==> config.mk <==
export PLATFORM = sky130hd
export DESIGN_NAME = snf_device_flat
export DESIGN_NICKNAME = d
export VERILOG_FILES = /design/src/hdl/snf_pkg.sv /design/src/hdl/snf_link_if.sv /design/src/hdl/snf_device.sv /design/src/flat_wrapper.sv
export SDC_FILE = /design/constraint.sdc
export NUM_CORES = 1
export LEC_CHECK = 0
export BUFFER_PORTS_ARGS = -buffer_cell sky130_fd_sc_hd__buf_2
export CAP_MARGIN = 25
export CORE_UTILIZATION = 39
export CTS_CLUSTER_DIAMETER = 40
export DETAILED_ROUTE_END_ITERATION = 10
export GPL_ROUTABILITY_DRIVEN = 0
export GPL_TIMING_DRIVEN = 0
export PLACE_DENSITY = 0.52
export SYNTH_ARGS = -nofsm -noshare
export SYNTH_HDL_FRONTEND = slang
export SYNTH_SLANG_ARGS = --single-unit
==> constraint.sdc <==
create_clock -name ref_clk -period 6 [get_ports ref_clk]
set_input_delay 0.9 -clock ref_clk [delete_from_list [all_inputs] [get_ports ref_clk]]
set_output_delay 0.9 -clock ref_clk [all_outputs]
set_load 0.1 [all_outputs]
==> src/hdl/snf_pkg.sv <==
// Purpose: Shared constants for the serial NAND feature/protection link
// Assumes: 25 MHz ref_clk on both ends
// Notes:   Feature addresses, field positions and reset values
package snf_pkg;
  // Opcodes
  localparam logic [7:0] OP_GET_FEATURE   = 8'h0F;
  localparam logic [7:0] OP_SET_FEATURE   = 8'h1F;
  localparam logic [7:0] OP_RESET         = 8'hFF;
  localparam logic [7:0] OP_WRITE_ENABLE  = 8'h06;
  localparam logic [7:0] OP_WRITE_DISABLE = 8'h04;
  // Feature addresses
  localparam logic [7:0] FA_LOCK          = 8'hA0;
  localparam logic [7:0] FA_CONFIG        = 8'hB0;
  localparam logic [7:0] FA_STATUS        = 8'hC0;
  localparam logic [7:0] FA_DRIVE         = 8'hD0;
  // Lock control fields
  localparam int LK_GUARD_HIGH  = 7;
  localparam int LK_BLOCK_MSB   = 6;
  localparam int LK_BLOCK_LSB   = 3;
  localparam int LK_FROM_BOTTOM = 2;
  localparam int LK_PIN_GUARD   = 1;
  localparam int LK_GUARD_LOW   = 0;
  // Configuration fields
  localparam int CF_OTP_PROTECT = 7;
  localparam int CF_OTP_ENABLE  = 6;
  localparam int CF_FREEZE      = 5;
  localparam int CF_ECC_ENABLE  = 4;
  // Status fields
  localparam int ST_WEL = 1;
  localparam int ST_OIP = 0;
  // Writable masks and power-on values
  localparam logic [7:0] CONFIG_MASK  = 8'hF0;
  localparam logic [7:0] DRIVE_MASK   = 8'h60;
  localparam logic [7:0] LOCK_RESET   = 8'h7C;
  localparam logic [7:0] CONFIG_RESET = 8'h10;
  localparam logic [7:0] DRIVE_RESET  = 8'h00;
  // Timing
  localparam int CLK_MHZ        = 25;
  localparam int T_RST_IDLE_US  = 5;
  localparam int T_RST_FIRST_US = 1000;
  localparam int RST_IDLE_CYC   = T_RST_IDLE_US * CLK_MHZ;
  localparam int RST_FIRST_CYC  = T_RST_FIRST_US * CLK_MHZ;
  localparam int LINK_HALF_CYC  = 4;
  // Host register map
  localparam logic [7:0] HOST_CMD_OFS  = 8'h00;
  localparam logic [7:0] HOST_STAT_OFS = 8'h04;
  localparam int HC_MODE3 = 24;
  localparam int HC_GO    = 25;
  localparam int HC_GUARD = 26;
endpackage

==> src/hdl/snf_link_if.sv <==
// Purpose: Serial link between host controller and feature device
// Assumes: Single-bit data, guard pin driven by the host
// Notes:   Output enable of the device data line is high while driven
`timescale 1ns/100ps
interface snf_link_if;
  logic cs_n;
  logic sck;
  logic mosi;
  logic miso;
  logic miso_oe;
  logic guard_n;
  modport device (input cs_n, input sck, input mosi, input guard_n, output miso, output miso_oe);
  modport host   (output cs_n, output sck, output mosi, output guard_n, input miso, input miso_oe);
endinterface

==> src/hdl/snf_device.sv <==
// Purpose: Feature register bank and write guard of a serial NAND device
// Assumes: Link pins sampled by ref_clk; rst_n stands for a power cycle
// Notes:   Array, OTP and ECC engines are outside; this end exports controls
// Overview of operation
// - Modes 0 and 3 supported only
// - Sample rising edge, launch on falling
// - Host parks clock while deselected
// - Host toggles clock only after select; this host may move sck with the select edge on a mode change
// - 0Fh reads, 1Fh writes, address byte follows
// - Features survive reset command
// - Lock control fully volatile, writable
// - Host sets guard bits before freeze
// - All guards off: pin is data line
// - Guard high only: pin gates lock writes
// - Guard low only: lock frozen till power-off
// - Both guards: freeze allowed, then locked
// - Pin guard and pin low: read-only
// - Pin guard, pin high: lock changeable, no x4
// - Power cycle clears guard bits
// - Reset busy time bounded by activity
// - First reset after power-up within 1 ms
// - Host limits clock for dual/quad reads
// - Locked region ignores program and erase
// - Status readable while busy
// - OTP and ECC enables volatile, writable
`timescale 1ns/100ps
module snf_device import snf_pkg::*; #(
  parameter int FIRST_RST_CYC = RST_FIRST_CYC,
  parameter int IDLE_RST_CYC  = RST_IDLE_CYC
) (
  input  wire logic       ref_clk,
  input  wire logic       rst_n,
  snf_link_if.device      link,
  output logic            ecc_enable,
  output logic            otp_access,
  output logic            quad_allowed,
  output logic            read_only,
  output logic [4:0]      region_lock,
  output logic            busy
);
  typedef enum logic [1:0] {
    DS_OP   = 2'b00,
    DS_ADDR = 2'b01,
    DS_DATA = 2'b10,
    DS_DONE = 2'b11
  } snf_dev_state_type;

  snf_dev_state_type state;
  logic [1:0]  cs_s;
  logic [1:0]  sck_s;
  logic [1:0]  mosi_s;
  logic [1:0]  guard_s;
  logic        sck_d;
  logic        cs_d;
  logic [6:0]  in_sr;
  logic [2:0]  bit_cnt;
  logic [7:0]  opcode;
  logic [7:0]  addr;
  logic [7:0]  out_sr;
  logic [7:0]  lock_control;
  logic [7:0]  configuration;
  logic [7:0]  output_drive_strength;
  logic        write_enable_latch;
  logic [15:0] busy_cnt;
  logic        first_reset_done;
  logic        active;
  logic        rise;
  logic        fall;
  logic        byte_done;
  logic [7:0]  next_byte;
  logic        op_busy;
  logic        pin_block;
  logic        write_req;

  function automatic logic lock_writable(input logic [7:0] lk, input logic frz, input logic pin_hi);
    logic p0;
    logic p1;
    p0 = lk[LK_GUARD_HIGH];
    p1 = lk[LK_GUARD_LOW];
    if (frz)
      return 1'b0;
    if (p1 && !p0)
      return 1'b0;
    if (p1 && p0)
      return 1'b1;
    if (p0 && !lk[LK_PIN_GUARD])
      return pin_hi;
    return 1'b1;
  endfunction

  function automatic logic [7:0] feature_read(input logic [7:0] fa, input logic [7:0] lk,
                                              input logic [7:0] cf, input logic [7:0] dr,
                                              input logic wl, input logic bz);
    logic [7:0] st;
    st = 8'h00;
    st[ST_WEL] = wl;
    st[ST_OIP] = bz;
    if (fa == FA_LOCK)
      return lk;
    else if (fa == FA_CONFIG)
      return cf & CONFIG_MASK;
    else if (fa == FA_STATUS)
      return st;
    else if (fa == FA_DRIVE)
      return dr & DRIVE_MASK;
    return 8'h00;
  endfunction

  // Two-flop synchronisers; the clock and the select get a third stage for edges
  always_ff @(posedge ref_clk or negedge rst_n) begin
    if (!rst_n) begin
      cs_s    <= 2'h3;
      sck_s   <= 2'h0;
      mosi_s  <= 2'h0;
      guard_s <= 2'h3;
      sck_d   <= 1'b0;
      cs_d    <= 1'b1;
    end else begin
      cs_s    <= {cs_s[0], link.cs_n};
      sck_s   <= {sck_s[0], link.sck};
      mosi_s  <= {mosi_s[0], link.mosi};
      guard_s <= {guard_s[0], link.guard_n};
      sck_d   <= sck_s[1];
      cs_d    <= cs_s[1];
    end
  end

  // Edge roles are the same in modes 0 and 3
  // A mode change moves sck with the select edge; skip that first cycle
  assign active    = !cs_s[1] && !cs_d;
  assign rise      = active && sck_s[1] && !sck_d;
  assign fall      = active && !sck_s[1] && sck_d;
  assign next_byte = {in_sr, mosi_s[1]};
  assign byte_done = rise && (bit_cnt == 3'h7);
  assign op_busy   = (busy_cnt != 16'h0000);
  assign pin_block = lock_control[LK_PIN_GUARD] && !guard_s[1];
  assign write_req = byte_done && (state == DS_DATA) && (opcode == OP_SET_FEATURE) && !op_busy;

  // Framing; deselect aborts any partial byte
  always_ff @(posedge ref_clk or negedge rst_n) begin
    if (!rst_n) begin
      state   <= DS_OP;
      in_sr   <= 7'h00;
      bit_cnt <= 3'h0;
      opcode  <= 8'h00;
      addr    <= 8'h00;
    end else if (!active) begin
      state   <= DS_OP;
      bit_cnt <= 3'h0;
    end else if (rise) begin
      in_sr   <= next_byte[6:0];
      bit_cnt <= bit_cnt + 3'h1;
      if (byte_done) begin
        case (state)
          DS_OP: begin
            opcode <= next_byte;
            if (next_byte == OP_GET_FEATURE || next_byte == OP_SET_FEATURE)
              state <= DS_ADDR;
            else
              state <= DS_DONE;
          end
          DS_ADDR: begin
            addr  <= next_byte;
            state <= DS_DATA;
          end
          default: state <= DS_DONE;
        endcase
      end
    end
  end

  // Read data launched from falling edges, first bit after address byte
  always_ff @(posedge ref_clk or negedge rst_n) begin
    if (!rst_n) begin
      out_sr       <= 8'h00;
      link.miso    <= 1'b0;
      link.miso_oe <= 1'b0;
    end else if (!active) begin
      out_sr       <= 8'h00;
      link.miso    <= 1'b0;
      link.miso_oe <= 1'b0;
    end else if (byte_done && state == DS_ADDR && opcode == OP_GET_FEATURE) begin
      out_sr <= feature_read(next_byte, lock_control, configuration, output_drive_strength,
                             write_enable_latch, op_busy);
    end else if (fall && state != DS_OP && state != DS_ADDR && opcode == OP_GET_FEATURE) begin
      link.miso    <= out_sr[7];
      link.miso_oe <= 1'b1;
      out_sr       <= {out_sr[6:0], 1'b0};
    end
  end

  // Feature registers; only rst_n (power cycle) restores them
  always_ff @(posedge ref_clk or negedge rst_n) begin
    if (!rst_n) begin
      lock_control          <= LOCK_RESET;
      configuration         <= CONFIG_RESET;
      output_drive_strength <= DRIVE_RESET;
    end else if (write_req && !pin_block) begin
      if (addr == FA_LOCK) begin
        if (lock_writable(lock_control, configuration[CF_FREEZE], guard_s[1]))
          lock_control <= next_byte;
      end else if (addr == FA_CONFIG) begin
        configuration <= next_byte & CONFIG_MASK;
        // Freeze only sets with both guard bits, never clears
        configuration[CF_FREEZE] <= configuration[CF_FREEZE] |
          (next_byte[CF_FREEZE] & lock_control[LK_GUARD_HIGH] & lock_control[LK_GUARD_LOW]);
      end else if (addr == FA_DRIVE) begin
        output_drive_strength <= next_byte & DRIVE_MASK;
      end
    end
  end

  // Reset command and write-enable latch; features are untouched
  always_ff @(posedge ref_clk or negedge rst_n) begin
    if (!rst_n) begin
      busy_cnt           <= 16'h0000;
      first_reset_done   <= 1'b0;
      write_enable_latch <= 1'b0;
    end else if (byte_done && state == DS_OP && next_byte == OP_RESET) begin
      // No array activity here, so only idle and power-up bounds apply
      busy_cnt           <= first_reset_done ? 16'(IDLE_RST_CYC) : 16'(FIRST_RST_CYC);
      first_reset_done   <= 1'b1;
      write_enable_latch <= 1'b0;
    end else begin
      if (op_busy)
        busy_cnt <= busy_cnt - 16'h0001;
      if (byte_done && state == DS_OP && !op_busy && next_byte == OP_WRITE_ENABLE)
        write_enable_latch <= 1'b1;
      else if (byte_done && state == DS_OP && !op_busy && next_byte == OP_WRITE_DISABLE)
        write_enable_latch <= 1'b0;
    end
  end

  // Registered controls toward array, OTP and pin logic
  always_ff @(posedge ref_clk or negedge rst_n) begin
    if (!rst_n) begin
      ecc_enable   <= 1'b0;
      otp_access   <= 1'b0;
      quad_allowed <= 1'b0;
      read_only    <= 1'b0;
      region_lock  <= 5'h00;
      busy         <= 1'b0;
    end else begin
      ecc_enable   <= configuration[CF_ECC_ENABLE];
      otp_access   <= configuration[CF_OTP_ENABLE];
      quad_allowed <= !lock_control[LK_PIN_GUARD];
      read_only    <= pin_block;
      // Array side drops program/erase inside this range
      region_lock  <= {lock_control[LK_BLOCK_MSB:LK_BLOCK_LSB], lock_control[LK_FROM_BOTTOM]};
      busy         <= op_busy;
    end
  end
endmodule

==> src/flat_wrapper.sv <==
// flat-port wrapper written by rule: the top's interface ports become plain ports
module snf_device_flat import snf_pkg::*;
#(
  parameter int FIRST_RST_CYC = RST_FIRST_CYC,
  parameter int IDLE_RST_CYC  = RST_IDLE_CYC
)
  (ref_clk, rst_n, ecc_enable, otp_access, quad_allowed, read_only, region_lock, busy, link_cs_n, link_sck, link_mosi, link_guard_n, link_miso, link_miso_oe);
  snf_link_if link_i ();
  input  wire logic ref_clk;
  input  wire logic rst_n;
  output logic ecc_enable;
  output logic otp_access;
  output logic quad_allowed;
  output logic read_only;
  output logic [4:0] region_lock;
  output logic busy;
  input wire logic [$bits(link_i.cs_n)-1:0] link_cs_n;
  input wire logic [$bits(link_i.sck)-1:0] link_sck;
  input wire logic [$bits(link_i.mosi)-1:0] link_mosi;
  input wire logic [$bits(link_i.guard_n)-1:0] link_guard_n;
  output wire logic [$bits(link_i.miso)-1:0] link_miso;
  output wire logic [$bits(link_i.miso_oe)-1:0] link_miso_oe;
  assign link_i.cs_n = link_cs_n;
  assign link_i.sck = link_sck;
  assign link_i.mosi = link_mosi;
  assign link_i.guard_n = link_guard_n;
  assign link_miso = link_i.miso;
  assign link_miso_oe = link_i.miso_oe;
  snf_device #(.FIRST_RST_CYC(FIRST_RST_CYC), .IDLE_RST_CYC(IDLE_RST_CYC)) u_core (.ref_clk(ref_clk), .rst_n(rst_n), .link(link_i), .ecc_enable(ecc_enable), .otp_access(otp_access), .quad_allowed(quad_allowed), .read_only(read_only), .region_lock(region_lock), .busy(busy));
endmodule
==> flow_summary.ini, run 1 <==
[run_status]
outcome = completed

[detailed_routing]
drc = 0
drtIter0Drc = 85
wl_per_cell_um = 16.0
first_pass_iters = 4
ant_nets = 0
wl_um = 8390
via_count = 2727
vias_per_cell = 5.20

[sta]
rsz0062_at_grt = no
finClkSkew_ps = 5.77
period_share = 0.394
finalSetupViolCount = 0
hold_viol_final = 0
fin_ws_ps = 3640
tightestPinTransition_ps = 759
post-route-min-period_ps = 2360
clock.fmax_mhz = 423
drv_slew = 0
slew_headroom = 0.481
setup-tns-final_ps = 0

[logic_synthesis]
synthCells = 357
synth-edff-count = 0
muxShareOfSynthArea = 0.0839
synth_top_cell_by_area = dfrtp_1
synth_top_area_frac = 0.489
ys_warn_count = 0
synth_nets = 367
synthArstFlopShare = 1.00
synth_area_per_cell_sq_um = 11.3
synth_seq_cells = 90
synth_fa_ha_area_frac = 0.0124
syn_area_sq_um = 4040
synth-main-ff-cell = dfrtp_1
synth_top_family_by_area = simple AND/OR/NAND/NOR gates
synth-xor-area-share = 0.0303
synth_area_leaders = dfrtp_1 49%, dfstp_2 7.1%, mux2_2 6.4%, nand2_1 5.8%, mux2i_1 2.0%
synthDistinctLibCells = 64
ys_seq_area_frac = 0.561
synth_compound_area_frac = 0.0792
synth_simple_gate_area_share = 0.214

[floorplanning]
rows = 36
dieWidth_um = 104
ios = 18
die_y_um = 104
die_area_sq_um = 10800
coreArea_sq_um = 9910
initial_core_util = 0.408

[pwr]
p_int_w = 0.000791
power.share.clock = 0.351
p_sw_frac = 0.267
p_sw_w = 0.000289
power.density_nw_per_um2 = 240
leakagePower_nw = 2.16
power_frac_comb = 0.064
seq_power_share = 0.585
ir_worst_vdd_uv = 180

[final_layout]
multi_input_area_sq_um = 1700
layout.nets = 396
register_area_sq_um = 2270
diodes = 0
fin_util = 0.454
area_growth_pct = 11.4
fillers = 939
drive_above_1_share = 0.228
stdcell_count = 524

[clocking]
cts-root-buf = clkbuf_8
clk_latency_ps = 370
clock-sinks = 90
cts_max_level = 3
cts.repair.resized = 0
post-cts-setup-buffer-count = 0
cts_tree = built
postCtsHoldBufs = 0
path_clk_slew_ps = 90
cts_made_buffers = 9
clk_path_buf_depth = 2

[placement]
dp_hpwl_um = 5870
placed_cells = 508
place_ws_ps = 3640
portBuffers = 17

[critical_path]
path_max_fanout = 9
cp.required_ps = 6260
r2r_slack_ps = 3640
reg2reg_depth = 5
critical_path_class = register to register
r2r_end = u_core.configuration[7]$_DFFE_PN0P_
start_kind = register
r2r-start = u_core.busy_cnt[11]$_DFFE_PN0P_
cp-end-kind = register
arrival_ps = 2630

[min_path]
min_from = u_core.mosi_s[0]$_DFF_PN0_
hold_depth = 0
min_path_type = register to register
hold_end = u_core.mosi_s[1]$_DFF_PN0_

[grt]
grt_max_degree = 58
grt-ovfl-total = 0
grt_usage = 0.171
antenna_found_initial = 0
grt_pass1_wl_um = 14000
grt_pass1_vias = 2676

[flow_run]
drv_cap = 0
[area by class of cell]
cell class / count / share of cell area
Clock buffer: 9 / 0.0275
Multi-Input combinational cell: 249 / 0.377
Clock inverter: 7 / 0.0120
Tap cell: 133 / 0.0370
Buffer: 11 / 0.0117
Timing Repair Buffer: 18 / 0.0256
Inverter: 7 / 0.00584
Sequential cell: 90 / 0.503
[power by group through the flow]
| stage | clock network, W | registers [W] | logic, W |
|---|---|---|---|
| after CTS | 0.000398 | 0.000631 | 0.0000703 |
| final | 0.000379 | 0.000631 | 0.0000693 |
| after detailed placement | 0 | 0.000643 | 0.0000704 |
| after floorplan | 0 | 0.000638 | 0.0000384 |
| after global placement | 0 | 0.000643 | 0.0000670 |
| after global routing | 0.000416 | 0.000633 | 0.0000776 |
[cells by family (layout without fill, tap and decap cells)]
logic type,after synthesis,in the layout
XOR/XNOR,14,14
AND/OR/NAND/NOR,153,153
buffers and inverters,18,52
AO/OA/AOI/OAI,47,47
flip-flops,90,90
multiplexers,31,31
adder cells (fa/ha/maj),4,4
[layer usage]
| layer | global-route usage | up-vias | routed length, um |
|---|---|---|---|
| li1 | - | 1322 | - |
| met1 | 0.245 | 1352 | 4220 |
| met2 | 0.246 | 46 | 3730 |
| met3 | 0.0598 | 7 | 347 |
| met4 | 0.0459 | 0 | 91 |
| met5 | 0 | - | 0 |
[how the worst max path moves through the flow]
stage / startpoint / to / slack, ps / cells after the start
after floorplan: u_core.busy_cnt[11]$_DFFE_PN0P_ / u_core.configuration[6]$_DFFE_PN0P_ / 3970 / 5
after global placement: rst_n / u_core.sck_s[0]$_DFF_PN0_ / 3180 / 1
after detailed placement: u_core.busy_cnt[11]$_DFFE_PN0P_ / u_core.configuration[7]$_DFFE_PN0P_ / 3640 / 5
after CTS: u_core.busy_cnt[11]$_DFFE_PN0P_ / u_core.configuration[7]$_DFFE_PN0P_ / 3620 / 5
after global routing: u_core.busy_cnt[11]$_DFFE_PN0P_ / u_core.configuration[6]$_DFFE_PN0P_ / 3430 / 5
final: u_core.busy_cnt[11]$_DFFE_PN0P_ / u_core.configuration[7]$_DFFE_PN0P_ / 3640 / 5
[critical path: stages, from the launching register on]
cell and delay, ps:
dfrtp_1 420, nor3_1 440, nand4b_2 380, nor2_4 330, and4_1 340, mux2_2 350
[flip-flops by register name (all words and copies together), names as in the netlist, 3 cells and up]
register / flops
u_core.region_lock: 5
u_core.busy_cnt: 16
u_core.in_sr: 7
u_core.addr: 8
u_core.bit_cnt: 3
u_core.opcode: 8
u_core.lock_control: 8
u_core.out_sr: 8
u_core.configuration: 4
[synth_stat cells, types with 5 or more instances]
| library cell | instances |
|---|---|
| mux2_2 | 23 |
| xor2_1 | 9 |
| nor2_1 | 20 |
| a21oi_1 | 10 |
| clkbuf_1 | 7 |
| xnor2_1 | 5 |
| nand3_1 | 8 |
| nor3_1 | 10 |
| and3_1 | 5 |
| nand2_1 | 62 |
| o21ai_0 | 13 |
| dfrtp_1 | 79 |
| inv_1 | 7 |
| mux2i_1 | 8 |
| nor2b_1 | 6 |
| dfstp_2 | 11 |
[stage by stage]
step                      area [sq um]  total power [W]  hold WS (ps)
final                             4500          0.00108           354
after global routing              4500          0.00113           362
after CTS                         4500          0.00110           357
after detailed placement          4320         0.000714           336
after global placement            4290         0.000710           333
after floorplan                   4040         0.000677           331
[cell usage in the layout, fill, tap and decap left out, drive strengths merged, types with 6 or more instances in the layout]
cell type  instances
dfrtp             79
nand2             62
mux2              23
nor2              22
buf               21
clkbuf            17
o21ai             13
nor3              12
dfstp             11
a21oi             10
nand3             10
xor2               9
inv                9
mux2i              8
nor2b              6
(Power assumes the default switching activity.)
==> run 2, diff against run 1 <==
--- a/config.mk
+++ b/config.mk
@@ -12,7 +12,7 @@
 export DETAILED_ROUTE_END_ITERATION = 10
 export GPL_ROUTABILITY_DRIVEN = 0
 export GPL_TIMING_DRIVEN = 0
-export PLACE_DENSITY = 0.52
+export PLACE_DENSITY = 0.54
 export SYNTH_ARGS = -nofsm -noshare
 export SYNTH_HDL_FRONTEND = slang
 export SYNTH_SLANG_ARGS = --single-unit
==> constraint.sdc (replaced) <==
create_clock -name ref_clk -period 2 [get_ports ref_clk]
set_input_delay 0.3 -clock ref_clk [delete_from_list [all_inputs] [get_ports ref_clk]]
set_output_delay 0.3 -clock ref_clk [all_outputs]
set_load 0.1 [all_outputs]
==> flow_summary.ini, run 2 (synthesis results as in run 1) <==
[grt]
grt_max_degree = 56
antenna_found_initial = 0
grt_pass1_wl_um = 14600
grt-ovfl-total = 0
grt_pass1_vias = 2749
grt_usage = 0.173

[final_layout]
area_growth_pct = 20.7
diodes = 0
postLayoutCellArea_sq_um = 4880
stdcell_count = 540
layout.nets = 412
drive_above_1_share = 0.314
final_cell_mix = 75 x dfrtp_1, 60 x nand2_1, 18 x nor2_1, 18 x mux2_2, 17 x buf_4
top_register = u_core.busy_cnt
fin_util = 0.492
fillers = 926
final_common_cell = dfrtp_1
largest_register_ffs = 16

[clocking]
cts_max_level = 3
cts-root-buf = clkbuf_8
clock-sinks = 90
path_clk_slew_ps = 90
cts_made_buffers = 9
clk_latency_ps = 360
clk_path_buf_depth = 2
cts_tree = built

[sta]
setup-tns-final_ps = -112
drv_slew = 0
fin_ws_ps = -45.7
hold_viol_final = 0
finClkSkew_ps = 16.4
whs_ps = 35.6
rsz0062_at_grt = yes
period_share = 1.02
finalSetupViolCount = 6
tightestPinTransition_ps = 572
clock.fmax_mhz = 489
post-route-min-period_ps = 2050
slew_headroom = 0.618

[detailed_routing]
drtIter0Drc = 105
wl_per_cell_um = 16.2
ant_nets = 0
wl_um = 8760
vias_per_cell = 5.21
via_count = 2813
drc = 0
first_pass_iters = 4

[critical_path]
slowest_delay_ps = 560
cpMaxStageDelayCell = or4b_4
cp.required_ps = 2240
cp-end-kind = register
arrival_ps = 2290
start_kind = register
worstPathCellList = or4b_4, nor2_2, and4b_2, and4_4, mux2_4
path_max_fanout = 4
critical_path_class = register to register

[placement]
portBuffers = 17
dp_hpwl_um = 5920
placed_cells = 508
place_area_sq_um = 4330

[min_path]
min_path_type = input pin to register

[floorplanning]
rows = 36
die_y_um = 104
initial_core_util = 0.408
coreArea_sq_um = 9910
dieWidth_um = 104
ios = 18
die_area_sq_um = 10800

[pwr]
ir_worst_vdd_uv = 411
power.density_nw_per_um2 = 720
leakagePower_nw = 2.33

[run_status]
violations = setup timing
outcome = complete, but fails checks

[flow_run]
drv_cap = 0
## run 2: changes by cell type in the layout (fill, tap and decap cells not counted), moves of 3 or more
cell | before | now
buf_4 | 1 | 17
dfrtp_1 | 79 | 75
dfrtp_2 | 0 | 4
mux2_2 | 23 | 18
mux2_4 | 0 | 5
nor3_1 | 10 | 7
nor3_4 | 1 | 4
## run 2: final timing paths
check	startpoint	endpoint	slack (ps)	depth (start not counted)
setup / recovery	u_core.opcode[6]$_DFFE_PN0P_	u_core.configuration[6]$_DFFE_PN0P_	-50	5
hold / removal	link_cs_n	u_core.cs_s[0]$_DFF_PN1_	40	1
setup reg to reg	u_core.opcode[6]$_DFFE_PN0P_	u_core.configuration[6]$_DFFE_PN0P_	-50	5
hold reg to reg	u_core.mosi_s[0]$_DFF_PN0_	u_core.mosi_s[1]$_DFF_PN0_	350	0
max in group asynchronous	rst_n	u_core.guard_s[1]$_DFF_PN1_	880	3
min in group asynchronous	rst_n	u_core.busy_cnt[7]$_DFFE_PN0P_	420	2
## run 2: layout make-up
cell class                 count  area [sq um]  share of cell area
timing repair buffer          35           253              0.0518
clock inverter                 4          75.1              0.0154
buffer                        10          65.1              0.0133
sequential                    90          2270               0.465
tap                          133           166              0.0341
clock buffer                  12           145              0.0297
multi-input combinational    249          1880               0.385
inverter                       7          26.3             0.00538
## run 2: metrics by stage
stage	setup slack (ps)	power [W]
detailed placement	-267	0.00214
floorplan	1.79	0.00203
global placement	-278	0.00213
global route	-62.9	0.00367
finish	-45.7	0.00352
CTS	-27.5	0.00352
## run 2: power by group
part,switching [W],leakage (nW),internal [W]
Clock,0.000636,0.103,0.000740
Combinational,0.000152,1.03,0.0000782
Sequential,0.0000502,1.19,0.00186
Total,0.000838,2.33,0.00268
## run 2: per-layer routing
metal	track usage	part of all wire	wire length, um	vias up
met4	0.0643	0.012	107	0
met3	0.0271	0.025	223	11
met1	0.256	0.50	4330	1416
li1	-	-	-	1353
met2	0.257	0.47	4090	33
met5	0	0	0	-
## run 2: repair_timing
| item | CTS | global route |
|---|---|---|
| hold buffers | 1 | 0 |
| resized for setup | 25 | 24 |
| buffers inserted | 6 | 10 |
| pin swaps | 9 | 8 |
| hold endpoints to repair | 29 | 0 |
| endpoints found under the setup margin | 36 | 34 |
## run 2: worst max-delay path, delay by kind of cell (launching register included)
kind          cells  cell delay (ps)
mux               1              300
flops             1              380
simple gates      4             1240
